`src/touch_params.svh`:
```
`ifndef TOUCH_PARAMS_SVH
`define TOUCH_PARAMS_SVH


// Control byte field positions.
`define CB_START 7
`define CB_CHAN_HI 6
`define CB_CHAN_LO 4
`define CB_MODE 3
`define CB_REF 2
`define CB_PD_HI 1
`define CB_PD_LO 0

// Serial sequence counts, in serial clock edges.
`define ACQ_AT_BIT 4'd5
`define CTRL_BITS 4'd8
`define BITS_FULL 4'd12
`define BITS_SHORT 4'd8
`define OVERLAP_LEAD 4'd5
`define XFER_EDGES 5'd24
`define RX_MSB 14

// Channel select codes.
`define CH_TEMP_LO 3'h0
`define CH_Y_POS 3'h1
`define CH_BATTERY 3'h2
`define CH_Z_FIRST 3'h3
`define CH_Z_SECOND 3'h4
`define CH_X_POS 3'h5
`define CH_TEMP_HI 3'h7

// Host controller register offsets and reset values.
`define OFF_CMD 8'h00
`define OFF_STATUS 8'h04
`define OFF_RESULT 8'h08
`define OFF_DIV 8'h0c
`define OFF_SETTLE 8'h10
`define DIV_RESET 16'h0001
`define SETTLE_RESET 16'h0000

`endif

```
`src/touch_pkg.sv`:
```
package touch_pkg;

    typedef enum logic [1:0] {
        DEV_IDLE = 2'b00,
        DEV_CTRL = 2'b01,
        DEV_ACQ = 2'b10
    } dev_state_t;

    typedef enum logic [0:0] {
        HOST_IDLE = 1'b0,
        HOST_RUN = 1'b1
    } host_state_t;

    typedef struct packed {
        dev_state_t st;
        logic prev_clk;
        logic [3:0] bitcnt;
        logic [7:0] ctrl;
        logic [2:0] chan;
        logic eight_bit;
        logic ref_single;
        logic pd_high;
        logic pd_low;
        logic conv_busy;
        logic [3:0] step;
        logic [3:0] conv_len;
        logic [11:0] sample;
        logic [12:0] out_sr;
        logic [3:0] out_left;
        logic dout;
        logic x_drv;
        logic y_drv;
        logic temp_lo;
        logic temp_hi;
        logic bat_div;
        logic hold;
        logic adc_on;
        logic ymin_sw;
        logic [11:0] result;
        logic result_valid;
    } dev_regs_t;

    typedef struct packed {
        host_state_t st;
        logic sclk;
        logic din;
        logic [15:0] half;
        logic [4:0] edges;
        logic [7:0] tx;
        logic [23:0] rx;
        logic [7:0] cmd;
        logic [15:0] div;
        logic [15:0] settle;
        logic [11:0] result;
        logic done;
        logic [31:0] prdata;
        logic pready;
        logic pslverr;
    } host_regs_t;

endpackage : touch_pkg

```
`src/touch_link_if.sv`:
```
`timescale 1ns/1ps

// Three-wire serial link between the host controller and the converter.
interface touch_link_if;
    logic serial_clock_in;
    logic serial_data_in;
    logic serial_data_out;

    modport device (
        input serial_clock_in,
        input serial_data_in,
        output serial_data_out
    );

    modport host (
        output serial_clock_in,
        output serial_data_in,
        input serial_data_out
    );
endinterface : touch_link_if

```
`src/touch_adc_device.sv`:
```
`timescale 1ns/1ps
`include "touch_params.svh"

module touch_adc_device (
    input wire logic ref_clk,
    input wire logic srst,
    touch_link_if.device link,
    input wire logic [11:0] sample_value,
    output logic x_drivers_on,
    output logic y_drivers_on,
    output logic temp_diode_low_current,
    output logic temp_diode_high_current,
    output logic battery_divider_on,
    output logic sample_hold,
    output logic adc_powered,
    output logic yminus_switch_on,
    output logic reference_mode_select,
    output logic [2:0] active_channel,
    output logic [11:0] result_word,
    output logic result_valid
);
    import touch_pkg::*;

    dev_regs_t q;
    dev_regs_t d;
    logic rise;
    logic fall;
    logic [7:0] byte_now;
    logic [3:0] nbits;

    // Panel drivers that a channel needs, as {x, y}.
    function automatic logic [1:0] chan_drivers(input logic [2:0] chan);
        logic [1:0] drv;
        drv = 2'b00;
        case (chan)
            `CH_Y_POS: drv = 2'b01;
            `CH_Z_FIRST: drv = 2'b11;
            `CH_Z_SECOND: drv = 2'b11;
            `CH_X_POS: drv = 2'b10;
            default: drv = 2'b00;
        endcase
        return drv;
    endfunction : chan_drivers

    // Result width chosen by the resolution bit.
    function automatic logic [3:0] res_bits(input logic eight);
        return eight ? `BITS_SHORT : `BITS_FULL;
    endfunction : res_bits

    // Next state. The serial clock is sampled on ref_clk, so it must run
    // at well under half the reference rate for both edges to be seen.
    always_comb
    begin
        d = q;
        d.result_valid = 1'b0;
        d.prev_clk = link.serial_clock_in;
        rise = link.serial_clock_in & ~q.prev_clk;
        fall = ~link.serial_clock_in & q.prev_clk;
        byte_now = {q.ctrl[6:0], link.serial_data_in};
        nbits = res_bits(q.eight_bit);

        // Data out changes on falling edges so the host samples it stably.
        if (fall)
        begin
            if (q.out_left != 4'h0)
            begin
                d.dout = q.out_sr[12];
                d.out_sr = {q.out_sr[11:0], 1'b0};
                d.out_left = q.out_left - 4'h1;
            end
            else
            begin
                d.dout = 1'b0;
            end
        end

        // Conversion steps; the step counter ignores trailing clocks.
        if (rise && q.conv_busy)
        begin
            d.step = q.step + 4'h1;
            if (q.step + 4'h1 == q.conv_len)
            begin
                d.conv_busy = 1'b0;
                d.result = q.eight_bit ? {4'h0, q.sample[11:4]} : q.sample;
                d.result_valid = 1'b1;
                // A byte already under way owns the panel, so leave it alone.
                if (q.st == DEV_IDLE)
                begin
                    d.hold = 1'b0;
                    if (!q.pd_low)
                    begin
                        d.x_drv = 1'b0;
                        d.y_drv = 1'b0;
                        d.adc_on = 1'b0;
                        d.ymin_sw = 1'b1;
                    end
                    else
                    begin
                        d.adc_on = 1'b1;
                    end
                end
            end
        end

        // Control byte reception and sequencing.
        if (rise)
        begin
            case (q.st)
                DEV_IDLE:
                begin
                    // A start bit is only honoured once the running
                    // conversion is close enough to its end to overlap.
                    // The sum is one bit wider so late steps cannot wrap.
                    if (link.serial_data_in &&
                        (!q.conv_busy ||
                         ({1'b0, q.step} + {1'b0, `OVERLAP_LEAD} >= {1'b0, nbits})))
                    begin
                        d.st = DEV_CTRL;
                        d.bitcnt = 4'h1;
                        d.ctrl = 8'h01;
                    end
                end
                DEV_CTRL:
                begin
                    d.ctrl = byte_now;
                    d.bitcnt = q.bitcnt + 4'h1;
                    if (q.bitcnt + 4'h1 == `ACQ_AT_BIT)
                    begin
                        // Channel bits now sit in bits 3..1 of the shifter.
                        d.st = DEV_ACQ;
                        d.chan = byte_now[3:1];
                        {d.x_drv, d.y_drv} = chan_drivers(byte_now[3:1]);
                        d.temp_lo = (byte_now[3:1] == `CH_TEMP_LO);
                        d.temp_hi = (byte_now[3:1] == `CH_TEMP_HI);
                        d.bat_div = (byte_now[3:1] == `CH_BATTERY);
                        d.hold = 1'b0;
                        d.adc_on = 1'b1;
                        d.ymin_sw = 1'b0;
                    end
                end
                DEV_ACQ:
                begin
                    d.ctrl = byte_now;
                    d.bitcnt = q.bitcnt + 4'h1;
                    if (q.bitcnt + 4'h1 == `CTRL_BITS)
                    begin
                        d.st = DEV_IDLE;
                        d.eight_bit = byte_now[`CB_MODE];
                        d.ref_single = byte_now[`CB_REF];
                        d.pd_high = byte_now[`CB_PD_HI];
                        d.pd_low = byte_now[`CB_PD_LO];
                        d.hold = 1'b1;
                        d.temp_lo = 1'b0;
                        d.temp_hi = 1'b0;
                        d.bat_div = 1'b0;
                        d.sample = sample_value;
                        if (byte_now[`CB_REF])
                        begin
                            d.x_drv = 1'b0;
                            d.y_drv = 1'b0;
                        end
                        // Ratiometric needs one more clock for the last bit.
                        d.conv_len = res_bits(byte_now[`CB_MODE]) +
                            {3'h0, ~byte_now[`CB_REF]};
                        d.conv_busy = 1'b1;
                        d.step = 4'h0;
                        // Leading zero fills the first conversion clock.
                        d.out_sr = {1'b0, sample_value};
                        d.out_left = res_bits(byte_now[`CB_MODE]) + 4'h1;
                    end
                end
                default:
                begin
                    d.st = DEV_IDLE;
                end
            endcase
        end
    end

    // State register; after reset the part sits powered down, Y-minus on.
    always_ff @(posedge ref_clk)
    begin
        if (srst)
        begin
            q <= '0;
            q.st <= DEV_IDLE;
            q.ymin_sw <= 1'b1;
        end
        else
        begin
            q <= d;
        end
    end

    // Every output is a field of the state register.
    assign link.serial_data_out = q.dout;
    assign x_drivers_on = q.x_drv;
    assign y_drivers_on = q.y_drv;
    assign temp_diode_low_current = q.temp_lo;
    assign temp_diode_high_current = q.temp_hi;
    assign battery_divider_on = q.bat_div;
    assign sample_hold = q.hold;
    assign adc_powered = q.adc_on;
    assign yminus_switch_on = q.ymin_sw;
    assign reference_mode_select = q.ref_single;
    assign active_channel = q.chan;
    assign result_word = q.result;
    assign result_valid = q.result_valid;

endmodule : touch_adc_device

```
`src/flat_wrapper.sv`:
```
// flat-port wrapper written by rule: the top's interface ports become plain ports
module touch_adc_device_flat import touch_pkg::*;
  (ref_clk, srst, sample_value, x_drivers_on, y_drivers_on, temp_diode_low_current, temp_diode_high_current, battery_divider_on, sample_hold, adc_powered, yminus_switch_on, reference_mode_select, active_channel, result_word, result_valid, link_serial_clock_in, link_serial_data_in, link_serial_data_out);
  touch_link_if link_i ();
  input wire logic ref_clk;
  input wire logic srst;
  input wire logic [11:0] sample_value;
  output logic x_drivers_on;
  output logic y_drivers_on;
  output logic temp_diode_low_current;
  output logic temp_diode_high_current;
  output logic battery_divider_on;
  output logic sample_hold;
  output logic adc_powered;
  output logic yminus_switch_on;
  output logic reference_mode_select;
  output logic [2:0] active_channel;
  output logic [11:0] result_word;
  output logic result_valid;
  input wire logic [$bits(link_i.serial_clock_in)-1:0] link_serial_clock_in;
  input wire logic [$bits(link_i.serial_data_in)-1:0] link_serial_data_in;
  output wire logic [$bits(link_i.serial_data_out)-1:0] link_serial_data_out;
  assign link_i.serial_clock_in = link_serial_clock_in;
  assign link_i.serial_data_in = link_serial_data_in;
  assign link_serial_data_out = link_i.serial_data_out;
  touch_adc_device u_core (.ref_clk(ref_clk), .srst(srst), .link(link_i), .sample_value(sample_value), .x_drivers_on(x_drivers_on), .y_drivers_on(y_drivers_on), .temp_diode_low_current(temp_diode_low_current), .temp_diode_high_current(temp_diode_high_current), .battery_divider_on(battery_divider_on), .sample_hold(sample_hold), .adc_powered(adc_powered), .yminus_switch_on(yminus_switch_on), .reference_mode_select(reference_mode_select), .active_channel(active_channel), .result_word(result_word), .result_valid(result_valid));
endmodule
```
`config.mk`:
```
export PLATFORM = sky130hd
export DESIGN_NAME = touch_adc_device_flat
export DESIGN_NICKNAME = d
export VERILOG_FILES = /design/src/touch_pkg.sv /design/src/touch_link_if.sv /design/src/touch_adc_device.sv /design/src/flat_wrapper.sv
export VERILOG_INCLUDE_DIRS = /design/src
export SDC_FILE = /design/constraint.sdc
export NUM_CORES = 1
export LEC_CHECK = 0
export ABC_CLOCK_PERIOD_IN_PS = 2750
export BUFFER_PORTS_ARGS = -buffer_cell sky130_fd_sc_hd__clkbuf_2
export CAP_MARGIN = 0
export CORE_UTILIZATION = 49
export DETAILED_ROUTE_END_ITERATION = 7
export HOLD_SLACK_MARGIN = 0.06
export PLACE_DENSITY = 0.78
export SLEW_MARGIN = 10
export SYNTH_ARGS = -nofsm -noshare
export SYNTH_HDL_FRONTEND = slang
export SYNTH_SLANG_ARGS = --single-unit
```
`constraint.sdc`:
```
create_clock -name ref_clk -period 2.75 [get_ports ref_clk]
set_input_delay 0.55 -clock ref_clk [delete_from_list [all_inputs] [get_ports ref_clk]]
set_output_delay 0.55 -clock ref_clk [all_outputs]
set_load 0.02 [all_outputs]
```
==> flow_metrics.py, run 1 <==
metrics = {
    "run_status": {
        "status": "complete, no violations",
    },
    "logic_synthesis": {
        "yosys-top-cells-count": "dfxtp_1 (75), nand2_1 (62), a21oi_1 (46)",
        "ys_types": 51,
        "syn_area_per_cell_um2": 8.81,
        "yosysSeqAreaShare_pct": 42.1,
        "yosys.area.top_type": "dfxtp_1",
        "syn_nets": 431,
        "ys.flop_type": "dfxtp_1",
        "yosys_warnings": 0,
        "synth_most_common_cell": "dfxtp_1",
        "synth_top_area_share_pct": 42.1,
        "synth-seq-cells": 75,
        "netlist_area_um2": 3570,
        "syn_inst": 405,
        "synth-edff-count": 0,
        "ys_async_sr_fraction_pct": 0,
        "synth.area.top_cells": "dfxtp_1 (42%), nand2_1 (6.5%), a21oi_1 (6.5%), mux2_2 (6.0%), mux2i_1 (4.2%)",
    },
    "cts": {
        "holdBufCountCts": 0,
        "post_cts_buffers": 0,
        "clk_pin_slew_ns": 0.08,
        "cts.sinks": 75,
        "cts_root_buf": "clkbuf_8",
        "ctsHtreeMaxLevel": 3,
        "cts_buffers": 9,
        "clock_latency_ns": 0.35,
        "clockBufferDepth": 2,
        "ctsResizeCount": 0,
        "cts_tree": "built",
    },
    "worst_setup_path": {
        "cp_max_fo": 11,
        "r2r_end": "u_core.q[80]",
        "startpoint": "u_core.q[55]",
        "worstReg2RegStart": "u_core.q[55]",
        "arrival_ns": 2.49,
        "start_kind": "flip-flop",
        "worstRegToRegCells": 8,
        "crit_end": "u_core.q[80]",
        "r2r_slack_ns": 0.50,
        "path_class": "reg2reg",
        "crit_required_ns": 2.99,
        "cp-end-kind": "flip-flop",
    },
    "floorplanning": {
        "row_count": 30,
        "ioPinCount": 42,
        "core_area_um2": 6910,
        "dieHeight_um": 87.3,
        "start_util_pct": 51.6,
        "dieArea_um2": 7620,
        "die_w_um": 87.3,
    },
    "layout": {
        "layout.nets": 451,
        "antenna_cells": 0,
        "utilization_pct": 56.8,
        "final_cell_area_um2": 3920,
        "syn2layout_area_growth_pct": 9.96,
        "drive_gt1_share_pct": 20.7,
    },
    "drt": {
        "antenna_left": 0,
        "drt_iter0_drc": 181,
        "wl_per_cell_um": 14.2,
        "drtPass1Iterations": 4,
        "vias": 2909,
        "post-route-drc-count": 0,
        "drt_wl_total_mm": 7.47,
        "viasPerCell": 5.53,
    },
    "sta": {
        "worst-slew-pin-transition_ns": 0.671,
        "hold_violations": 0,
        "relSlewSlack_pct": 55.3,
        "finalCritPeriodShare_pct": 81.8,
        "tns_ns": 0,
        "finalMaxSlewViolations": 0,
        "timing.fmax_mhz": 445,
        "setup_violations": 0,
        "rsz0062_at_grt": "no",
        "fin_crit_ns": 2.25,
        "skew_ns": 0.00809,
    },
    "job": {
        "drv_cap": 0,
    },
    "worst_hold_path": {
        "hold_path.class": "in2reg",
    },
    "global_routing": {
        "grt_usage_pct": 20.9,
        "grt_pass1_vias": 2649,
        "overflow": 0,
        "grt_max_degree": 48,
        "grt_pass1_wl_mm": 12.3,
        "antenna_found_initial": 0,
    },
    "pwr": {
        "irDropWorstVdd_mv": 0.228,
        "cellLeakagePower_nw": 1.55,
        "p_total_mw": 2.13,
        "cellPowerDensity_nw_per_um2": 543,
    },
    "place": {
        "place_area_um2": 3710,
        "gp_congestion": 0.885,
        "hpwl_mm": 5.34,
        "port_buffers": 41,
    },
}
[how the worst min path moves through the flow]
stage,cells after the start,startpoint,endpoint,slack (ns)
floorplan,2,u_core.result_word[10],u_core.result_word[10],0.43
global placement,2,u_core.result_word[9],u_core.result_word[9],0.44
detailed placement,2,u_core.battery_divider_on,u_core.battery_divider_on,0.45
CTS,3,sample_value[9],u_core.q[35],0.43
global route,3,sample_value[9],u_core.q[48],0.45
finish,3,sample_value[9],u_core.q[48],0.45
[power breakdown]
group          leakage [nW]  internal [mW]  switching [mW]  total, mW
sequential            0.605           1.09         0.00797       1.10
combinational         0.839         0.0327          0.0681      0.101
clock                 0.111          0.515           0.416      0.931
[worst max-delay path, stage by stage (launching register included)]
cell and delay [ns]:
dfxtp_1 0.46, ha_1 0.25, xor2_1 0.22, ha_1 0.26, nand2_1 0.05, nand2_1 0.06, a211o_1 0.39, and3_1 0.22
a31o_1 0.22
[final cells by class]
| class | count | area, µm² |
|---|---|---|
| Timing Repair Buffer | 47 | 250 |
| Tap cell | 96 | 120 |
| Clock buffer | 10 | 128 |
| Sequential cell | 75 | 1500 |
| Inverter | 15 | 56.3 |
| Fill cell | 651 | 2980 |
| Clock inverter | 6 | 87.6 |
| Multi-Input combinational cell | 277 | 1780 |
[registers in the layout (all words and copies together) (netlist names), 3 cells and up]
signal / flops
u_core.q: 46
u_core.active_channel: 3
u_core.byte_now: 3
u_core.result_word: 12
[per-stage QoR]
stage / worst slack (ns) / cells / hold slack (ns)
6_report: 0.501 / 526 / 0.447
5_1_grt: 0.341 / 526 / 0.454
4_1_cts: 0.504 / 526 / 0.434
3_5_place_dp: 0.528 / 510 / 0.453
3_3_place_gp: 0.606 / 510 / 0.439
2_1_floorplan: 0.760 / 405 / 0.432
[cells in the final DEF, fill, tap and decap left out, drive strengths merged, types with 2 or more instances in the layout]
cell,instances
o21ai,5
nand3b,7
xor2,3
a41o,2
nand2,62
nand3,13
and2,4
a22oi,2
inv,17
xnor2,7
nor2b,3
mux2i,15
nor4,3
nand4,4
a21oi,47
clkinv,2
a31o,2
dfxtp,75
buf,6
a211oi,3
a31oi,5
and3,2
o221ai,4
clkbuf,51
bufinv,2
a311oi,2
ha,10
nor2,28
mux2,19
nor3,3
nand2b,6
or3,2
[metal layers]
layer | track usage (%) | up-vias | part of all wire [%]
li1 | - | 1427 | -
met4 | 9.99 | 0 | 2.4
met2 | 32.2 | 91 | 47
met1 | 27.8 | 1375 | 45
met5 | 0 | - | 0
met3 | 4.27 | 16 | 5.3
[kinds of logic after synthesis]
family	share of synthesized area [%]
muxes	10.2
buffers and inverters	8.03
DFF	42.1
xor gates and xnor gates	2.67
AOI/OAI and AO/OA	14.7
adders and majority gates	3.51
and+or+nand+nor	18.8
(Power assumes the default switching activity.)
==> run 2: changes to the inputs <==
--- a/config.mk
+++ b/config.mk
@@ -6,7 +6,8 @@
 export SDC_FILE = /design/constraint.sdc
 export NUM_CORES = 1
 export LEC_CHECK = 0
-export ABC_CLOCK_PERIOD_IN_PS = 2750
+export ABC_AREA = 1
+export ABC_CLOCK_PERIOD_IN_PS = 2300
 export BUFFER_PORTS_ARGS = -buffer_cell sky130_fd_sc_hd__clkbuf_2
 export CAP_MARGIN = 0
 export CORE_UTILIZATION = 49
==> constraint.sdc (replaced) <==
create_clock -name ref_clk -period 2.3 [get_ports ref_clk]
set_input_delay 0.46 -clock ref_clk [delete_from_list [all_inputs] [get_ports ref_clk]]
set_output_delay 0.46 -clock ref_clk [all_outputs]
set_load 0.02 [all_outputs]
==> run 2 against run 1 <==
Via count rose by 7.8%; count of clock-buffer cells in the layout unchanged; sequential power grew 21%; sequential share of layout area decreased by 0.47 points; register-to-register slack worse by 0.29 ns; worst setup slack got worse by 0.29 ns; critical endpoint is now u_core.q[75].
==> flow_metrics.py, run 2 <==
metrics = {
    "sta": {
        "setup_ws_ns": 0.212,
        "tns_ns": 0,
        "finalMaxSlewViolations": 0,
        "rsz0062_at_grt": "no",
        "setup_violations": 0,
        "fin_crit_ns": 2.09,
        "skew_ns": 0.0101,
        "finalCritPeriodShare_pct": 90.8,
        "hold_violations": 0,
        "timing.fmax_mhz": 479,
        "relSlewSlack_pct": 71.0,
        "worst-slew-pin-transition_ns": 0.434,
    },
    "worst_setup_path": {
        "arrival_ns": 2.34,
        "critPathMostFrequentCell": "nand2_1",
        "crit_path_top_delay_cell": "dfxtp_1",
        "slowest_delay_ns": 0.42,
        "crit_required_ns": 2.55,
        "start_kind": "flip-flop",
        "cp_max_fo": 10,
        "cp-end-kind": "flip-flop",
        "crit_chain": "ha_1, nand2_1, inv_1, nor2_4, ha_1, nand2_1, nand2_1, nand3_1, nand2_1, nand2_1, nand2_2, nand2_2, nor3_1, nor2_1",
        "path_class": "reg2reg",
    },
    "place": {
        "place_area_um2": 3760,
        "gp_congestion": 0.855,
        "hpwl_mm": 5.72,
        "port_buffers": 41,
        "pre_cts_ws_ns": 0.177,
    },
    "global_routing": {
        "grt_pass1_wl_mm": 13.3,
        "grt_usage_pct": 22.8,
        "overflow": 0,
        "antenna_found_initial": 0,
        "grt_pass1_vias": 2850,
        "grt_max_degree": 23,
    },
    "logic_synthesis": {
        "yosysSeqAreaShare_pct": 41.8,
        "yosys.area.top_type": "dfxtp_1",
        "syn_nets": 517,
        "synth-seq-cells": 75,
        "synth-edff-count": 0,
        "ys.flop_type": "dfxtp_1",
        "ys_types": 35,
        "syn_area_per_cell_um2": 7.32,
        "synthAdderAreaFrac_pct": 3.48,
        "synth_top_area_share_pct": 41.8,
        "synth_most_common_cell": "nand2_1",
        "yosys-top-cells-count": "nand2_1 (138), dfxtp_1 (75), inv_1 (53)",
        "synth_top_family_by_area": "simple AND/OR/NAND/NOR gates",
        "synth.area.mux_share_pct": 0,
        "yosys.area_share.simple_pct": 30.2,
        "synth_xor_xnor_area_share_pct": 0.487,
        "yosys_warnings": 0,
        "synth.area.top_cells": "dfxtp_1 (42%), nand2_1 (14%), inv_1 (5.5%), nand3_1 (3.9%), o21ai_0 (3.9%)",
        "syn_inst": 491,
        "ys_async_sr_fraction_pct": 0,
        "netlist_area_um2": 3590,
        "synth_compound_area_share_pct": 12.3,
    },
    "layout": {
        "largest-register": "u_core.q",
        "fill_cells": 645,
        "layout.nets": 545,
        "syn2layout_area_growth_pct": 10.6,
        "final-seq-area_um2": 1500,
        "final_common_cell": "nand2_1",
        "utilization_pct": 57.2,
        "final_cell_area_um2": 3980,
        "antenna_cells": 0,
        "largest_reg_flops": 46,
        "layout_common_cells": "nand2_1 (138), dfxtp_1 (74), inv_1 (53)",
        "drive_gt1_share_pct": 18.9,
        "multi_input_area_um2": 1670,
    },
    "drt": {
        "wl_met1_mm": 3.86,
        "vias": 3135,
        "wl_per_cell_um": 12.9,
        "drt_iter0_drc": 222,
        "highest_layer": "met4",
        "drt_wl_total_mm": 7.97,
        "route.met3.wl_um": 324,
        "antenna_left": 0,
        "wl_met2_mm": 3.65,
        "post-route-drc-count": 0,
        "viasPerCell": 5.06,
        "drtPass1Iterations": 5,
    },
    "cts": {
        "cts_root_buf": "clkbuf_8",
        "cts_buffers": 9,
        "cts.sinks": 75,
        "clockBufferDepth": 2,
        "ctsHtreeMaxLevel": 3,
        "clk_pin_slew_ns": 0.08,
        "cts_tree": "built",
        "clock_latency_ns": 0.36,
        "post_cts_buffers": 0,
    },
    "pwr": {
        "cellPowerDensity_nw_per_um2": 654,
        "irDropWorstVdd_mv": 0.374,
        "cellLeakagePower_nw": 1.85,
        "p_total_mw": 2.60,
    },
    "floorplanning": {
        "die_w_um": 87.7,
        "dieArea_um2": 7680,
        "dieHeight_um": 87.7,
        "row_count": 30,
        "core_area_um2": 6940,
        "ioPinCount": 42,
        "start_util_pct": 51.8,
    },
    "run_status": {
        "status": "complete, no violations",
    },
    "worst_hold_path": {
        "hold_path.class": "in2reg",
    },
    "job": {
        "drv_cap": 0,
    },
}
[run 2: cell types whose count changed in the layout (fill, tap and decap cells not counted), moves of 7 or more]
| cell | delta |
|---|---|
| a21oi_1 | -19 |
| nand2_1 | +76 |
| mux2_2 | -19 |
| nand4_1 | +8 |
| inv_1 | +38 |
| o21ai_1 | +7 |
| mux2i_1 | -15 |
| nor2_2 | +12 |
| nand3b_1 | -7 |
| nand3_1 | +15 |
| o21ai_0 | +26 |
[run 2: area by class of cell]
cell class                      count  share of cell area (%)
Multi-Input combinational cell    327                    42.0
Sequential cell                    75                    37.8
Timing Repair Buffer               46                    6.11
Inverter                           60                    5.79
Clock buffer                       10                    3.46
Tap cell                           96                    3.02
Clock inverter                      6                    1.83
[run 2: layer usage]
metal | global-route usage (%) | vias to the layer above
li1 | - | 1615
met1 | 30.0 | 1433
met2 | 36.7 | 74
met3 | 5.47 | 13
met4 | 7.90 | 0
met5 | 0 | -
[run 2: worst paths after layout]
| check | startpoint | to | cells past startpoint | slack (ns) |
|---|---|---|---|---|
| max | u_core.q[56] | u_core.q[75] | 14 | 0.21 |
| min | link_serial_clock_in | u_core.q[79] | 3 | 0.33 |
| max reg2reg | u_core.q[56] | u_core.q[75] | 14 | 0.21 |
| min reg2reg | u_core.temp_diode_low_current | u_core.temp_diode_low_current | 2 | 0.45 |
[run 2: critical path, delay by kind of cell, from the launching register on]
kind,cells,cell delay [ns]
flip-flops,1,0.42
buffers and inverters,1,0.10
AND/OR/NAND/NOR,11,0.98
adder cells (fa/ha/maj),2,0.49
[run 2: kinds of logic (layout without fill, tap and decap cells)]
family	count (synthesis)	in the layout
AOI/OAI and AO/OA	78	78
DFF	75	75
and+or+nand+nor	237	237
buffers and inverters	89	122
adders and majority gates	10	10
xor gates and xnor gates	2	2
[run 2: what timing repair did]
action | 4_1_cts | 5_1_grt
resized for setup | 0 | 1
endpoints found under the setup margin | 0 | 1
hold buffers | 0 | 0
[run 2: where the power goes]
part / switching [mW] / leakage [nW] / total [mW] / internal, mW
clock: 0.538 / 0.0971 / 1.08 / 0.542
sequential: 0.0148 / 0.606 / 1.33 / 1.31
combinational: 0.136 / 1.15 / 0.194 / 0.0579
total: 0.689 / 1.85 / 2.60 / 1.91
[run 2: stage by stage]
stage	hold slack [ns]	instances
after floorplan	0.438	491
after global placement	0.433	604
after detailed placement	0.442	604
after CTS	0.332	620
after global routing	0.351	620
final	0.333	620
